$ cat config.mk
export PLATFORM = sky130hd
export DESIGN_NAME = tcw_ctrl
export DESIGN_NICKNAME = d
export VERILOG_FILES = /design/src/include/tcw_pkg.sv /design/src/rtl/tcw_ctrl.sv
export VERILOG_INCLUDE_DIRS = /design/src /design/src/include
export SDC_FILE = /design/constraint.sdc
export NUM_CORES = 1
export LEC_CHECK = 0
export BUFFER_PORTS_ARGS = -buffer_cell sky130_fd_sc_hd__buf_4
export CAP_MARGIN = 20
export CORE_MARGIN = 3
export CORE_UTILIZATION = 55
export DETAILED_ROUTE_END_ITERATION = 10
export PLACE_DENSITY = 0.74
export REMOVE_ABC_BUFFERS = 1
export SKIP_CTS_REPAIR_TIMING = 1
export SLEW_MARGIN = 20
export SYNTH_ARGS = -nofsm -noshare
export SYNTH_HDL_FRONTEND = slang
export SYNTH_SLANG_ARGS = --single-unit
$ cat constraint.sdc
create_clock -name ref_clk -period 4.2 [get_ports ref_clk]
set_input_delay 0.21 -clock ref_clk [delete_from_list [all_inputs] [get_ports ref_clk]]
set_output_delay 0.21 -clock ref_clk [all_outputs]
set_load 0.02 [all_outputs]
$ cat src/include/tcw_cfg.svh
// Register offsets, field positions, reset values and timing for the thermal warning block
`ifndef TCW_CFG_SVH
`define TCW_CFG_SVH
`define TCW_OFS_AVG 8'h06
`define TCW_OFS_CRIT 8'h07
`define TCW_OFS_MASKHYS 8'h0C
`define TCW_OFS_STATUS 8'h0E
`define TCW_OFS_CTRL 8'h0F
`define TCW_OFS_RATE 8'h11
`define TCW_RST_AVG 8'h00
`define TCW_RST_CRIT 7'h7F
`define TCW_RST_HYS 5'h04
`define TCW_RST_RATE 4'h2
`define TCW_RATE_MAX 4'hA
`define TCW_CTRL_CLR 7
`define TCW_CTRL_STBY 6
`define TCW_CTRL_AVG 5
`define TCW_CTRL_REQ 4
`define TCW_MASK_BIT 7
`define TCW_STAT_HI 6
`define TCW_STAT_LO 5
`define TCW_STAT_CRIT 2
// Base tick is the fastest conversion period, 1/16 s, in nanoseconds
`define TCW_TICK_NS 62500000
`define TCW_CLK_NS 25
`define TCW_TICK_CYCLES (`TCW_TICK_NS / `TCW_CLK_NS)
`endif

$ cat src/include/tcw_pkg.sv
// Types shared by the thermal warning and conversion control block
`default_nettype none
package tcw_pkg;
    typedef enum logic [2:0] {
        TCW_IDLE = 3'b001,
        TCW_SAMPLE = 3'b010,
        TCW_DONE = 3'b100
    } tcw_state_e;
    typedef logic [7:0] tcw_byte_t;
    typedef logic [10:0] tcw_temp_t;
endpackage
`default_nettype wire

$ cat src/rtl/tcw_ctrl.sv
// Critical warning, conversion scheduling and averaging control of a remote diode sensor
// Operation
// - Hysteresis field is byte 12 bits 4:0, weights 16..1 C, resets to 4 C.
// - A critical event sets status byte 14 bit 2 for the host.
// - Critical warning drives the active-low critical pin until the host clears it.
// - Writing one to byte 15 bit 7 releases the pin and clears status.
// - That same write also clears pending high and low threshold alert flags.
// - Byte 15 bit 6 picks standby or active; active converts at programmed rate.
// - In standby each host request yields one conversion, then the block idles.
// - Rate codes 0..4 give 16..1 per second, 5..10 one per 2..64 s.
// - Averaging count applies only while byte 15 bit 5 is set.
// - Byte 6 bits 1:0 select 1, 4, 8 or 16 averaged readings.
// - Critical warning when temperature exceeds 7-bit threshold, reset 127 C.
`timescale 1ns/1ps
`default_nettype none
`include "tcw_cfg.svh"

module tcw_ctrl #(
    parameter int unsigned TICK_CYCLES = `TCW_TICK_CYCLES // Clocks per 1/16 s base tick
) (
    input wire logic ref_clk, // 40 MHz device clock
    input wire logic rst_n, // Synchronous reset, active low
    input wire tcw_pkg::tcw_byte_t regAddr, // Register byte index from serial slave
    input wire tcw_pkg::tcw_byte_t regWrData, // Write data byte
    input wire logic regWrEn, // One-cycle write strobe
    input wire logic regRdEn, // One-cycle read strobe
    output tcw_pkg::tcw_byte_t regRdData, // Read data, valid the cycle after regRdEn
    output logic adcStart, // Pulse: start one ADC reading
    input wire logic adcValid, // Pulse: ADC reading ready
    input wire tcw_pkg::tcw_temp_t adcData, // ADC reading, 0.125 C per LSB
    input wire logic hiAlertEvt, // Pulse from high threshold compare
    input wire logic loAlertEvt, // Pulse from low threshold compare
    output tcw_pkg::tcw_temp_t tempResult, // Latest averaged temperature
    output logic resultValid, // Pulse: tempResult updated
    output logic critOut_n // Critical temperature pin, active low
);
    import tcw_pkg::*;
    // Configuration and status registers
    tcw_byte_t avgCfg_reg, avgCfg_next, rdData_reg, rdData_next;
    logic [6:0] crit_reg, crit_next;
    logic [4:0] hys_reg, hys_next;
    logic [3:0] rate_reg, rate_next;
    logic maskBit_reg, maskBit_next, standby_reg, standby_next, avgEn_reg, avgEn_next;
    logic critStatus_reg, critStatus_next, hiFlag_reg, hiFlag_next, loFlag_reg, loFlag_next;
    logic critOutN_reg, critOutN_next, faultClr, hostReq;

    // Conversion scheduling and averaging state
    tcw_state_e state_reg, state_next;
    logic [21:0] tickCnt_reg, tickCnt_next;
    logic [10:0] periodCnt_reg, periodCnt_next, periodLen;
    logic [3:0] sampLeft_reg, sampLeft_next, rateEff, nMinus1;
    logic [14:0] acc_reg, acc_next;
    tcw_temp_t result_reg, result_next, avgVal;
    logic reqPend_reg, reqPend_next, resValid_reg, resValid_next, adcStart_reg, adcStart_next;
    logic armed_reg, armed_next, tick, convDue, startConv, critEvt;
    logic [2:0] shiftAmt;
    tcw_byte_t tempDeg, rearmLvl;

    // Slowest encoded rate covers every unlisted code; one reading when averaging is off
    always_comb begin
        rateEff = (rate_reg > `TCW_RATE_MAX) ? `TCW_RATE_MAX : rate_reg;
        periodLen = 11'h001 << rateEff;
        shiftAmt = 3'h0;
        if (avgEn_reg) begin
            case (avgCfg_reg[1:0])
                2'h1: shiftAmt = 3'h2;
                2'h2: shiftAmt = 3'h3;
                2'h3: shiftAmt = 3'h4;
                default: shiftAmt = 3'h0;
            endcase
        end
        // Count derived from the shift, so reading count and divide always agree
        nMinus1 = 4'((5'h01 << shiftAmt) - 5'h01);
    end

    // Register writes, sticky flags and the critical pin
    always_comb begin
        avgCfg_next = avgCfg_reg;
        crit_next = crit_reg;
        maskBit_next = maskBit_reg;
        hys_next = hys_reg;
        standby_next = standby_reg;
        avgEn_next = avgEn_reg;
        rate_next = rate_reg;
        faultClr = 1'b0;
        hostReq = 1'b0;
        if (regWrEn) begin
            if (regAddr == `TCW_OFS_AVG) begin
                avgCfg_next = regWrData;
            end else if (regAddr == `TCW_OFS_CRIT) begin
                crit_next = regWrData[6:0];
            end else if (regAddr == `TCW_OFS_MASKHYS) begin
                maskBit_next = regWrData[`TCW_MASK_BIT];
                hys_next = regWrData[4:0];
            end else if (regAddr == `TCW_OFS_CTRL) begin
                faultClr = regWrData[`TCW_CTRL_CLR];
                standby_next = regWrData[`TCW_CTRL_STBY];
                avgEn_next = regWrData[`TCW_CTRL_AVG];
                hostReq = regWrData[`TCW_CTRL_REQ];
            end else if (regAddr == `TCW_OFS_RATE) begin
                rate_next = regWrData[4:1];
            end
        end
        // A new event in the clearing cycle survives the clear
        critStatus_next = critEvt ? 1'b1 : (faultClr ? 1'b0 : critStatus_reg);
        hiFlag_next = hiAlertEvt ? 1'b1 : (faultClr ? 1'b0 : hiFlag_reg);
        loFlag_next = loAlertEvt ? 1'b1 : (faultClr ? 1'b0 : loFlag_reg);
        critOutN_next = ~critStatus_next;
        rdData_next = rdData_reg;
        if (regRdEn) begin
            if (regAddr == `TCW_OFS_AVG) begin
                rdData_next = avgCfg_reg;
            end else if (regAddr == `TCW_OFS_CRIT) begin
                rdData_next = {1'b0, crit_reg};
            end else if (regAddr == `TCW_OFS_MASKHYS) begin
                rdData_next = {maskBit_reg, 2'h0, hys_reg};
            end else if (regAddr == `TCW_OFS_STATUS) begin
                rdData_next = 8'h00;
                rdData_next[`TCW_STAT_HI] = hiFlag_reg;
                rdData_next[`TCW_STAT_LO] = loFlag_reg;
                rdData_next[`TCW_STAT_CRIT] = critStatus_reg;
            end else if (regAddr == `TCW_OFS_CTRL) begin
                rdData_next = {1'b0, standby_reg, avgEn_reg, 5'h00};
            end else if (regAddr == `TCW_OFS_RATE) begin
                rdData_next = {3'h0, rate_reg, 1'b0};
            end else begin
                rdData_next = 8'h00;
            end
        end
    end

    always_ff @(posedge ref_clk) begin
        if (!rst_n) begin
            avgCfg_reg <= `TCW_RST_AVG;
            crit_reg <= `TCW_RST_CRIT;
            maskBit_reg <= 1'b0;
            hys_reg <= `TCW_RST_HYS;
            standby_reg <= 1'b0;
            avgEn_reg <= 1'b0;
            rate_reg <= `TCW_RST_RATE;
            critStatus_reg <= 1'b0;
            hiFlag_reg <= 1'b0;
            loFlag_reg <= 1'b0;
            critOutN_reg <= 1'b1;
            rdData_reg <= 8'h00;
        end else begin
            avgCfg_reg <= avgCfg_next;
            crit_reg <= crit_next;
            maskBit_reg <= maskBit_next;
            hys_reg <= hys_next;
            standby_reg <= standby_next;
            avgEn_reg <= avgEn_next;
            rate_reg <= rate_next;
            critStatus_reg <= critStatus_next;
            hiFlag_reg <= hiFlag_next;
            loFlag_reg <= loFlag_next;
            critOutN_reg <= critOutN_next;
            rdData_reg <= rdData_next;
        end
    end

    // Rate timer, request latch, conversion sequencer and critical compare
    always_comb begin
        tick = (tickCnt_reg == 22'(TICK_CYCLES - 1));
        tickCnt_next = tick ? 22'h000000 : tickCnt_reg + 22'h000001;
        convDue = 1'b0;
        periodCnt_next = periodCnt_reg;
        if (standby_reg || (rate_next != rate_reg)) begin // A new rate restarts the period
            periodCnt_next = 11'h000;
        end else if (tick) begin
            convDue = (periodCnt_reg >= periodLen - 11'h001);
            periodCnt_next = convDue ? 11'h000 : periodCnt_reg + 11'h001;
        end
        startConv = (state_reg == TCW_IDLE) && (standby_reg ? reqPend_reg : convDue);
        reqPend_next = hostReq ? 1'b1 : (startConv ? 1'b0 : reqPend_reg);
        avgVal = tcw_temp_t'(acc_reg >> shiftAmt);
        tempDeg = avgVal[10:3];
        rearmLvl = ({1'b0, crit_reg} >= {3'h0, hys_reg}) ?
            ({1'b0, crit_reg} - {3'h0, hys_reg}) : 8'h00;
        critEvt = (state_reg == TCW_DONE) && armed_reg && (tempDeg > {1'b0, crit_reg});
        armed_next = armed_reg;
        if (critEvt) begin
            armed_next = 1'b0;
        end else if ((state_reg == TCW_DONE) && (tempDeg < rearmLvl)) begin
            armed_next = 1'b1;
        end
        state_next = state_reg;
        sampLeft_next = sampLeft_reg;
        acc_next = acc_reg;
        result_next = result_reg;
        resValid_next = 1'b0;
        adcStart_next = 1'b0;
        case (state_reg)
            TCW_IDLE: begin
                if (startConv) begin
                    adcStart_next = 1'b1;
                    sampLeft_next = nMinus1;
                    acc_next = 15'h0000;
                    state_next = TCW_SAMPLE;
                end
            end
            TCW_SAMPLE: begin
                if (adcValid) begin
                    acc_next = acc_reg + {4'h0, adcData};
                    if (sampLeft_reg == 4'h0) begin
                        state_next = TCW_DONE;
                    end else begin
                        sampLeft_next = sampLeft_reg - 4'h1;
                        adcStart_next = 1'b1;
                    end
                end
            end
            TCW_DONE: begin
                result_next = avgVal;
                resValid_next = 1'b1;
                state_next = TCW_IDLE;
            end
            default: state_next = TCW_IDLE;
        endcase
    end

    always_ff @(posedge ref_clk) begin
        if (!rst_n) begin
            state_reg <= TCW_IDLE;
            tickCnt_reg <= 22'h000000;
            periodCnt_reg <= 11'h000;
            reqPend_reg <= 1'b0;
            sampLeft_reg <= 4'h0;
            acc_reg <= 15'h0000;
            result_reg <= 11'h000;
            resValid_reg <= 1'b0;
            adcStart_reg <= 1'b0;
            armed_reg <= 1'b1;
        end else begin
            state_reg <= state_next;
            tickCnt_reg <= tickCnt_next;
            periodCnt_reg <= periodCnt_next;
            reqPend_reg <= reqPend_next;
            sampLeft_reg <= sampLeft_next;
            acc_reg <= acc_next;
            result_reg <= result_next;
            resValid_reg <= resValid_next;
            adcStart_reg <= adcStart_next;
            armed_reg <= armed_next;
        end
    end
    // Every output comes straight from a flop
    assign regRdData = rdData_reg;
    assign adcStart = adcStart_reg;
    assign tempResult = result_reg;
    assign resultValid = resValid_reg;
    assign critOut_n = critOutN_reg;
endmodule // tcw_ctrl
`default_nettype wire

; Word level (Yosys, flattened, before mapping)
; Cells that the tools add are included.
[classes]
n_addsub = 7
order_cmp = 5
eq_ne = 18
n_shift = 3
n_mux = 55
bitwise_logic = 5
reduce_logical = 20
[ops]
columns = cell, count
row1 = 4-bit two-way mux, 10
row2 = 8-bit two-way mux, 4
row3 = 15-bit two-way mux, 2
row4 = 15-bit case mux with 2 select lines, 1
row5 = 1-bit two-way mux, 26
row6 = 8-bit by 4-bit equality test with 1-bit output (second input constant), 3
row7 = 22-bit by 1-bit adder with 22-bit output (second input constant), 1
row8 = 22-bit equality test (second input constant), 1
row9 = 8-bit by 3-bit equality test with 1-bit output (second input constant), 2
row10 = 15-bit by 11-bit adder with 15-bit output, 1
row11 = 15-bit by 3-bit right shift with 11-bit output, 1
row12 = 7-bit two-way mux, 2
row13 = 3-bit two-way mux, 4
row14 = 11-bit by 1-bit adder with 11-bit output (second input constant), 1
row15 = 11-bit >= comparator, 1
row16 = 11-bit two-way mux, 1
row17 = 1-bit by 4-bit left shift with 11-bit output (first input constant), 1
row18 = 11-bit by 1-bit subtractor with 11-bit output (second input constant), 1
row19 = 2-bit nonzero test, 5
row20 = 3-bit case mux with 3 select lines, 1
row21 = 3-bit AND reduction, 3
row22 = 8-bit by 5-bit equality test with 1-bit output (second input constant), 1
row23 = 8-bit by 7-bit > comparator with 1-bit output, 1
row24 = 8-bit less-than comparator, 1
row25 = 24 further kinds, 38
[totals]
register_bits = 109
input_bits = 34
output_inout_bits = 22
word_cells = 135

; Depth between registers and ports, before layout
; Gate-level depths: netlist of run 1.
[depth]
word_depth = 14
mapped_depth = 17

; Least setup slack after synthesis of run 1
; No wires, ideal clock.
[synth_path]
path_kind = register -> register
from = register rate_reg[1]
to = register acc_reg[12]
setup_ps = 59
arrival_ps = 3675
path_slack_ps = 466
path_stages_with_launch = 15
path_buffers = 1
period_less_slack_ps = 3734
path_cell_list = dfxtp_1 -> clkbuf_1 -> or4_1 -> ha_1 -> nor3_1 -> a21oi_1 -> o21a_1 -> ha_1 -> inv_1 -> a21oi_1 -> a2111oi_1 -> a21oi_1 -> a31o_1 -> or4_1 -> nand2_1
[synth_via]
elab_chain_len = 13
word_cells_on_any_way = 19
cone_classes = add/sub: 1 / order compare: 2 / eq/ne: 2 / shift: 1 / mux: 10 / reduce/logical: 3
[synth_rtl]
columns = item, line_no
row1 = "start, declared", tcw_ctrl.sv:42  ; logic [3:0] rate_reg, rate_next;
row2 = "start signal, assigned", tcw_ctrl.sv:140  ; rate_reg <= `TCW_RST_RATE;
row3 = "start signal, assigned", tcw_ctrl.sv:153  ; rate_reg <= rate_next;
row4 = branches (longest 8 deep; another with 11-bit by 1-bit subtractor with 11-bit output), -
row5 = 1-bit two-way mux (*), tcw_ctrl.sv:168  ; if (standby_reg || (rate_next != rate_reg)) begin
row6 = 1-bit two-way mux (*), tcw_ctrl.sv:174  ; startConv = (state_reg == TCW_IDLE) && (standby_reg ? reqPend_reg : convDue);
row7 = 1-bit logical AND (*), tcw_ctrl.sv:174
row8 = 2-bit inequality test (no line) (*), -
row9 = 3-bit AND reduction (no line) (*), -
row10 = "end signal, assigned", tcw_ctrl.sv:240  ; acc_reg <= acc_next;
row11 = "end, declared", tcw_ctrl.sv:52  ; logic [14:0] acc_reg, acc_next;
; Mark *: on every way between the ends.
; A chain may end at the register's enable or synchronous reset.

; Final worst setup path of run 1
[layout_path]
from = register rate_reg[2]
to = register acc_reg[14]
; Same word-level chain as after synthesis.

==> flow_summary.ini, run 1 <==
[place]
dp_hpwl_microns = 11900
place_congestion = 0.926
place_inst = 971
io_buffers = 55
place_area_sq_mm = 0.00712

[final_layout]
diodes = 0
layout.cells.non_filler = 987
syn_to_final_growth_pct = 12.4
largest_reg_flops = 22
final_common_cell = dfxtp_1
layout_common_cells = 109 x dfxtp_1, 99 x nor2_1, 86 x nand2_1, 61 x buf_4, 47 x ha_1
fin_area_sq_mm = 0.00745
drive_above_1_share = 0.120
fin_nets = 922

[sta]
tns_ns = 0
fmax_mhz = 266
maxSlewHeadroom = 0.516
slew_viol_final = 0
min_period_ns = 3.75
finalCritPeriodShare = 0.894
fin_skew_ns = 0.00630
setup_viol = 0
tightest_slew_ns = 0.720
rsz0062_at_grt = false
final_hold_viol_count = 0

[synth]
netlist-cell-type-count = 71
synthFlopType = dfxtp_1
synth-seq-cells = 109
avgSynthCellArea_sq_um = 8.24
synthArstFlopShare = 0
syn_inst = 804
netlist_area_sq_mm = 0.00662
synth-edff-count = 0
ys_seq_area_frac = 0.329
synth_warnings = 0

[detailed_routing]
vias = 5973
viasPerCell = 6.05
postRouteAntennaNets = 0
drc = 0
drt_wl_total_microns = 16100
drtPass1Iterations = 5
wire_per_inst_microns = 16.3
drt_iter0_drc = 411

[power]
switchingPower_uw = 479
powerDensity_mw_per_mm2 = 285
power_frac_comb = 0.065
ir_worst_vdd_mv = 0.251
clkPwrFrac = 0.441
p_int_mw = 1.64
power_frac_seq = 0.494
finalPower_mw = 2.12
leakage_nw = 3.07
p_sw_frac = 0.226

[clock_tree]
htreeDepth = 3
clock_sinks = 109
clk_path_buf_depth = 2
cts_buffers = 9
clk_latency_ns = 0.35
cts-root-buf = clkbuf_16
cts_tree = yes
clk_pin_slew_ns = 0.07

[global_routing]
track_usage = 0.244
grt_overflow = 0
met2_usage = 0.406
grt_pass1_wl_microns = 26800
grt_util_met1 = 0.329
antenna_found_initial = 0
grt_start_max_net_pins = 53
grt_util_met3 = 0.0449
top_usage_layer = met2
grt_pass1_vias = 5655

[setup_path]
endpoint_kind = register
arrival_ns = 4.03
r2r-start = rate_reg[2]
critPathMaxStageDelay_ns = 0.60
cp_num_buf_inv = 2
crit_start = rate_reg[2]
crit_chain = or4_1 > ha_1 > nor3_1 > a21oi_1 > o21a_1 > ha_1 > inv_1 > a21oi_1 > a2111oi_1 > buf_4 > a2111oi_4 > o22ai_2 > or4_1 > a21oi_1
required_ns = 4.47
cpMostUsedCell = a21oi_1
crit_family = simple AND/OR/NAND/NOR gates
critPathKind = register to register
slowest_stage = or4_1
cp-start-kind = register
r2r_slack_ns = 0.45
crit_path_max_fanout = 12

[floorplanning]
dieArea_sq_mm = 0.0134
die_h_microns = 116
row_count = 39
coreArea_sq_mm = 0.0116
num_io_pins = 56
die_w_microns = 116
initial_core_util = 0.570

[hold_path]
min-delay-start = hiAlertEvt
min-delay-path-class = primary input to register

[flow_run]
drv_cap = 0

[status]
status = finished clean
[power groups by stage]
stage               Clock [mW]  Sequential (mW)  Combinational (mW)
finish                   0.934             1.05               0.138
CTS                      0.950             1.05               0.138
floorplan                    0             1.07              0.0665
global route             0.989             1.05               0.151
detailed placement           0             1.07               0.137
global placement             0             1.07               0.134
[area by class of cell]
class	count	area [sq um]
Fill cell	994	4170
Clock buffer	11	243
Timing Repair Buffer	61	458
Tap cell	143	179
Sequential cell	109	2180
Clock inverter	5	82.6
Multi-Input combinational cell	622	4170
Inverter	36	135
[synth_stat cells, types with 3 or more instances]
library cell  number  area share
o21a_1             4      0.0045
nor2b_1            6      0.0057
a31oi_1            8      0.0076
or4_1              5      0.0057
and3_1             5      0.0047
nand2b_1           5      0.0047
a21oi_1           45       0.034
ha_1              47       0.089
nand4_1           13       0.012
inv_1             35       0.020
or2_2              4      0.0038
and2_1            12       0.011
mux2i_1           37       0.056
nand3b_1           3      0.0034
o31ai_1            4      0.0045
nor3_1            17       0.013
clkbuf_1          34       0.019
or3_1             11       0.010
xor2_1            14       0.019
mux2_2             5      0.0085
nor4b_1            3      0.0040
dfxtp_1          109        0.33
a22oi_1           20       0.023
a211oi_1           8      0.0091
nand2_1           86       0.049
nor2_1            99       0.056
o211ai_1          15       0.017
a311oi_1           3      0.0040
mux4_2             3       0.010
nand3_1           29       0.022
nor3b_1            3      0.0034
a21o_1             5      0.0057
o21ai_0           37       0.028
xnor2_1           26       0.034
[per-layer routing]
layer	vias to the layer above	routed length, microns
met3	23	653
met4	0	257
met2	151	7740
li1	2948	-
met1	2851	7450
met5	-	0
[worst reg2reg max path, stage by stage, from the launching register on]
cell	delay, ns
dfxtp_1	0.42
or4_1	0.60
ha_1	0.28
nor3_1	0.15
a21oi_1	0.06
o21a_1	0.18
ha_1	0.28
inv_1	0.04
a21oi_1	0.11
a2111oi_1	0.09
buf_4	0.15
a2111oi_4	0.46
o22ai_2	0.16
or4_1	0.53
a21oi_1	0.16
[final timing paths]
check / end / depth (start not counted)
min reg2reg: tickCnt_reg[0] / 1
max reg2reg: acc_reg[14] / 14
max: acc_reg[14] / 14
min: hiFlag_reg / 3
[stage by stage]
stage	hold WS (ns)	setup slack, ns	utilization
floorplan	0.272	0.500	-
global placement	0.417	0.604	0.613
detailed placement	0.425	0.458	0.613
CTS	0.0642	0.440	0.641
global route	0.0933	0.218	0.641
finish	0.0669	0.447	0.641
[logic make-up after synthesis]
family	count (synthesis)	synth area share
simple gates	314	0.232
compound gates	174	0.175
flops	109	0.329
buf+inv	73	0.0416
fa+ha+maj	49	0.0948
mux	45	0.0746
xor+xnor	40	0.0529
Power figures use the tool's default switching activity.
==> run 2, diff against run 1 <==
Settings changed: TNS_END_PERCENT from default to 100.
Clock period 4.2 ns to 4.5 ns, I/O delays scaled along.
==> flow_summary.ini, run 2 (synthesis gave the netlist of run 1 again) <==
[setup_path]
cp-start-kind = register
crit_path_max_fanout = 12
r2r-start = rate_reg[2]
endpoint_kind = register
r2r_slack_ns = 0.54
required_ns = 4.79
critPathKind = register to register
arrival_ns = 4.26
rr_worst_depth = 13
worst_r2r_endpoint = acc_reg[12]

[clock_tree]
clk_latency_ns = 0.35
cts_buffers = 9
cts-root-buf = clkbuf_16
clock_sinks = 109
clk_pin_slew_ns = 0.07
htreeDepth = 3
clk_path_buf_depth = 2
cts_tree = yes

[sta]
slew_viol_final = 0
fin_skew_ns = 0.00867
whs_ns = 0.0880
min_period_ns = 3.96
fmax_mhz = 252
tns_ns = 0
tightest_slew_ns = 0.750
finalCritPeriodShare = 0.881
setup_slack_ns = 0.538
final_hold_viol_count = 0
setup_viol = 0
maxSlewHeadroom = 0.498
rsz0062_at_grt = false

[global_routing]
track_usage = 0.241
grt_pass1_wl_microns = 26500
antenna_found_initial = 0
grt_overflow = 0
grt_start_max_net_pins = 53
grt_pass1_vias = 5707

[place]
dp_hpwl_microns = 11800
place_inst = 970
io_buffers = 55
dp_slack_ns = 0.577
place_area_sq_mm = 0.00711
place_congestion = 0.928

[final_layout]
fin_area_sq_mm = 0.00741
final_core_util = 0.638
fin_nets = 921
final_common_cell = dfxtp_1
largest_reg_flops = 22
drive_above_1_share = 0.120
syn_to_final_growth_pct = 11.9
diodes = 0
layout.cells.non_filler = 986
layout_common_cells = 109 x dfxtp_1, 99 x nor2_1, 86 x nand2_1, 60 x buf_4, 47 x ha_1

[power]
powerDensity_mw_per_mm2 = 255
leakage_nw = 3.04
finalPower_mw = 1.89
ir_worst_vdd_mv = 0.212

[floorplanning]
die_w_microns = 116
initial_core_util = 0.570
coreArea_sq_mm = 0.0116
num_io_pins = 56
row_count = 39
die_h_microns = 116
dieArea_sq_mm = 0.0134

[detailed_routing]
drtPass1Iterations = 5
vias = 5870
drc = 0
drt_wl_total_microns = 15800
wire_per_inst_microns = 16.0
postRouteAntennaNets = 0
drt_iter0_drc = 407
viasPerCell = 5.95

[hold_path]
hold_end = hiFlag_reg
holdPathStages = 3
min-delay-path-class = primary input to register
min-delay-start = hiAlertEvt

[flow_run]
drv_cap = 0

[status]
status = finished clean
-- run 2: cell types whose count changed in the layout (fill, tap and decap cells not counted) --
| cell | before | now |
|---|---|---|
| clkinvlp_4 | 0 | 3 |
| bufinv_16 | 2 | 0 |
| clkbuf_8 | 1 | 3 |
| buf_4 | 61 | 60 |
| clkbuf_1 | 1 | 0 |
| clkinv_2 | 1 | 0 |
| inv_6 | 1 | 0 |
-- run 2: power by group --
part | switching [mW] | leakage [nW] | internal, mW | total, mW
Clock | 0.361 | 0.137 | 0.422 | 0.783
Sequential | 0.00593 | 0.881 | 0.972 | 0.978
Combinational | 0.0749 | 2.02 | 0.0538 | 0.129
-- run 2: cell type report --
cell class	instances	area [sq um]
timing repair buffer	60	450
clock inverter	4	31.3
multi-input combinational	622	4170
tap	143	179
clock buffer	12	267
fill	1024	4200
inverter	36	135
sequential	109	2180
-- run 2: worst max-delay path, cell delays in order (launching register included) --
cell and delay, ns:
dfxtp_1 0.43, or4_1 0.62, ha_1 0.28, nor3_1 0.15, a21oi_1 0.06, o21a_1 0.19
ha_1 0.21, nor3_1 0.14, o21ai_0 0.11, a2111oi_1 0.62, a21oi_1 0.25, a31o_1 0.28
or4_1 0.49, nand2_1 0.07
-- run 2: worst max-delay path by stage --
stage | startpoint | endpoint | slack, ns | depth (start not counted)
final | rate_reg[2] | acc_reg[12] | 0.54 | 13
after CTS | rate_reg[2] | acc_reg[12] | 0.55 | 13
after floorplan | avgCfg_reg[0] | armed_reg | 0.80 | 13
after global placement | rate_reg[2] | acc_reg[12] | 0.67 | 13
after global routing | rate_reg[2] | acc_reg[12] | 0.19 | 13
after detailed placement | rate_reg[2] | acc_reg[12] | 0.58 | 13
-- run 2: routing by layer --
layer | up-vias | GRT usage | routed length [microns]
met3 | 29 | 0.0386 | 554
met4 | 0 | 0.0750 | 314
met2 | 118 | 0.401 | 7570
li1 | 2952 | - | -
met5 | - | 0 | 0
met1 | 2771 | 0.323 | 7340
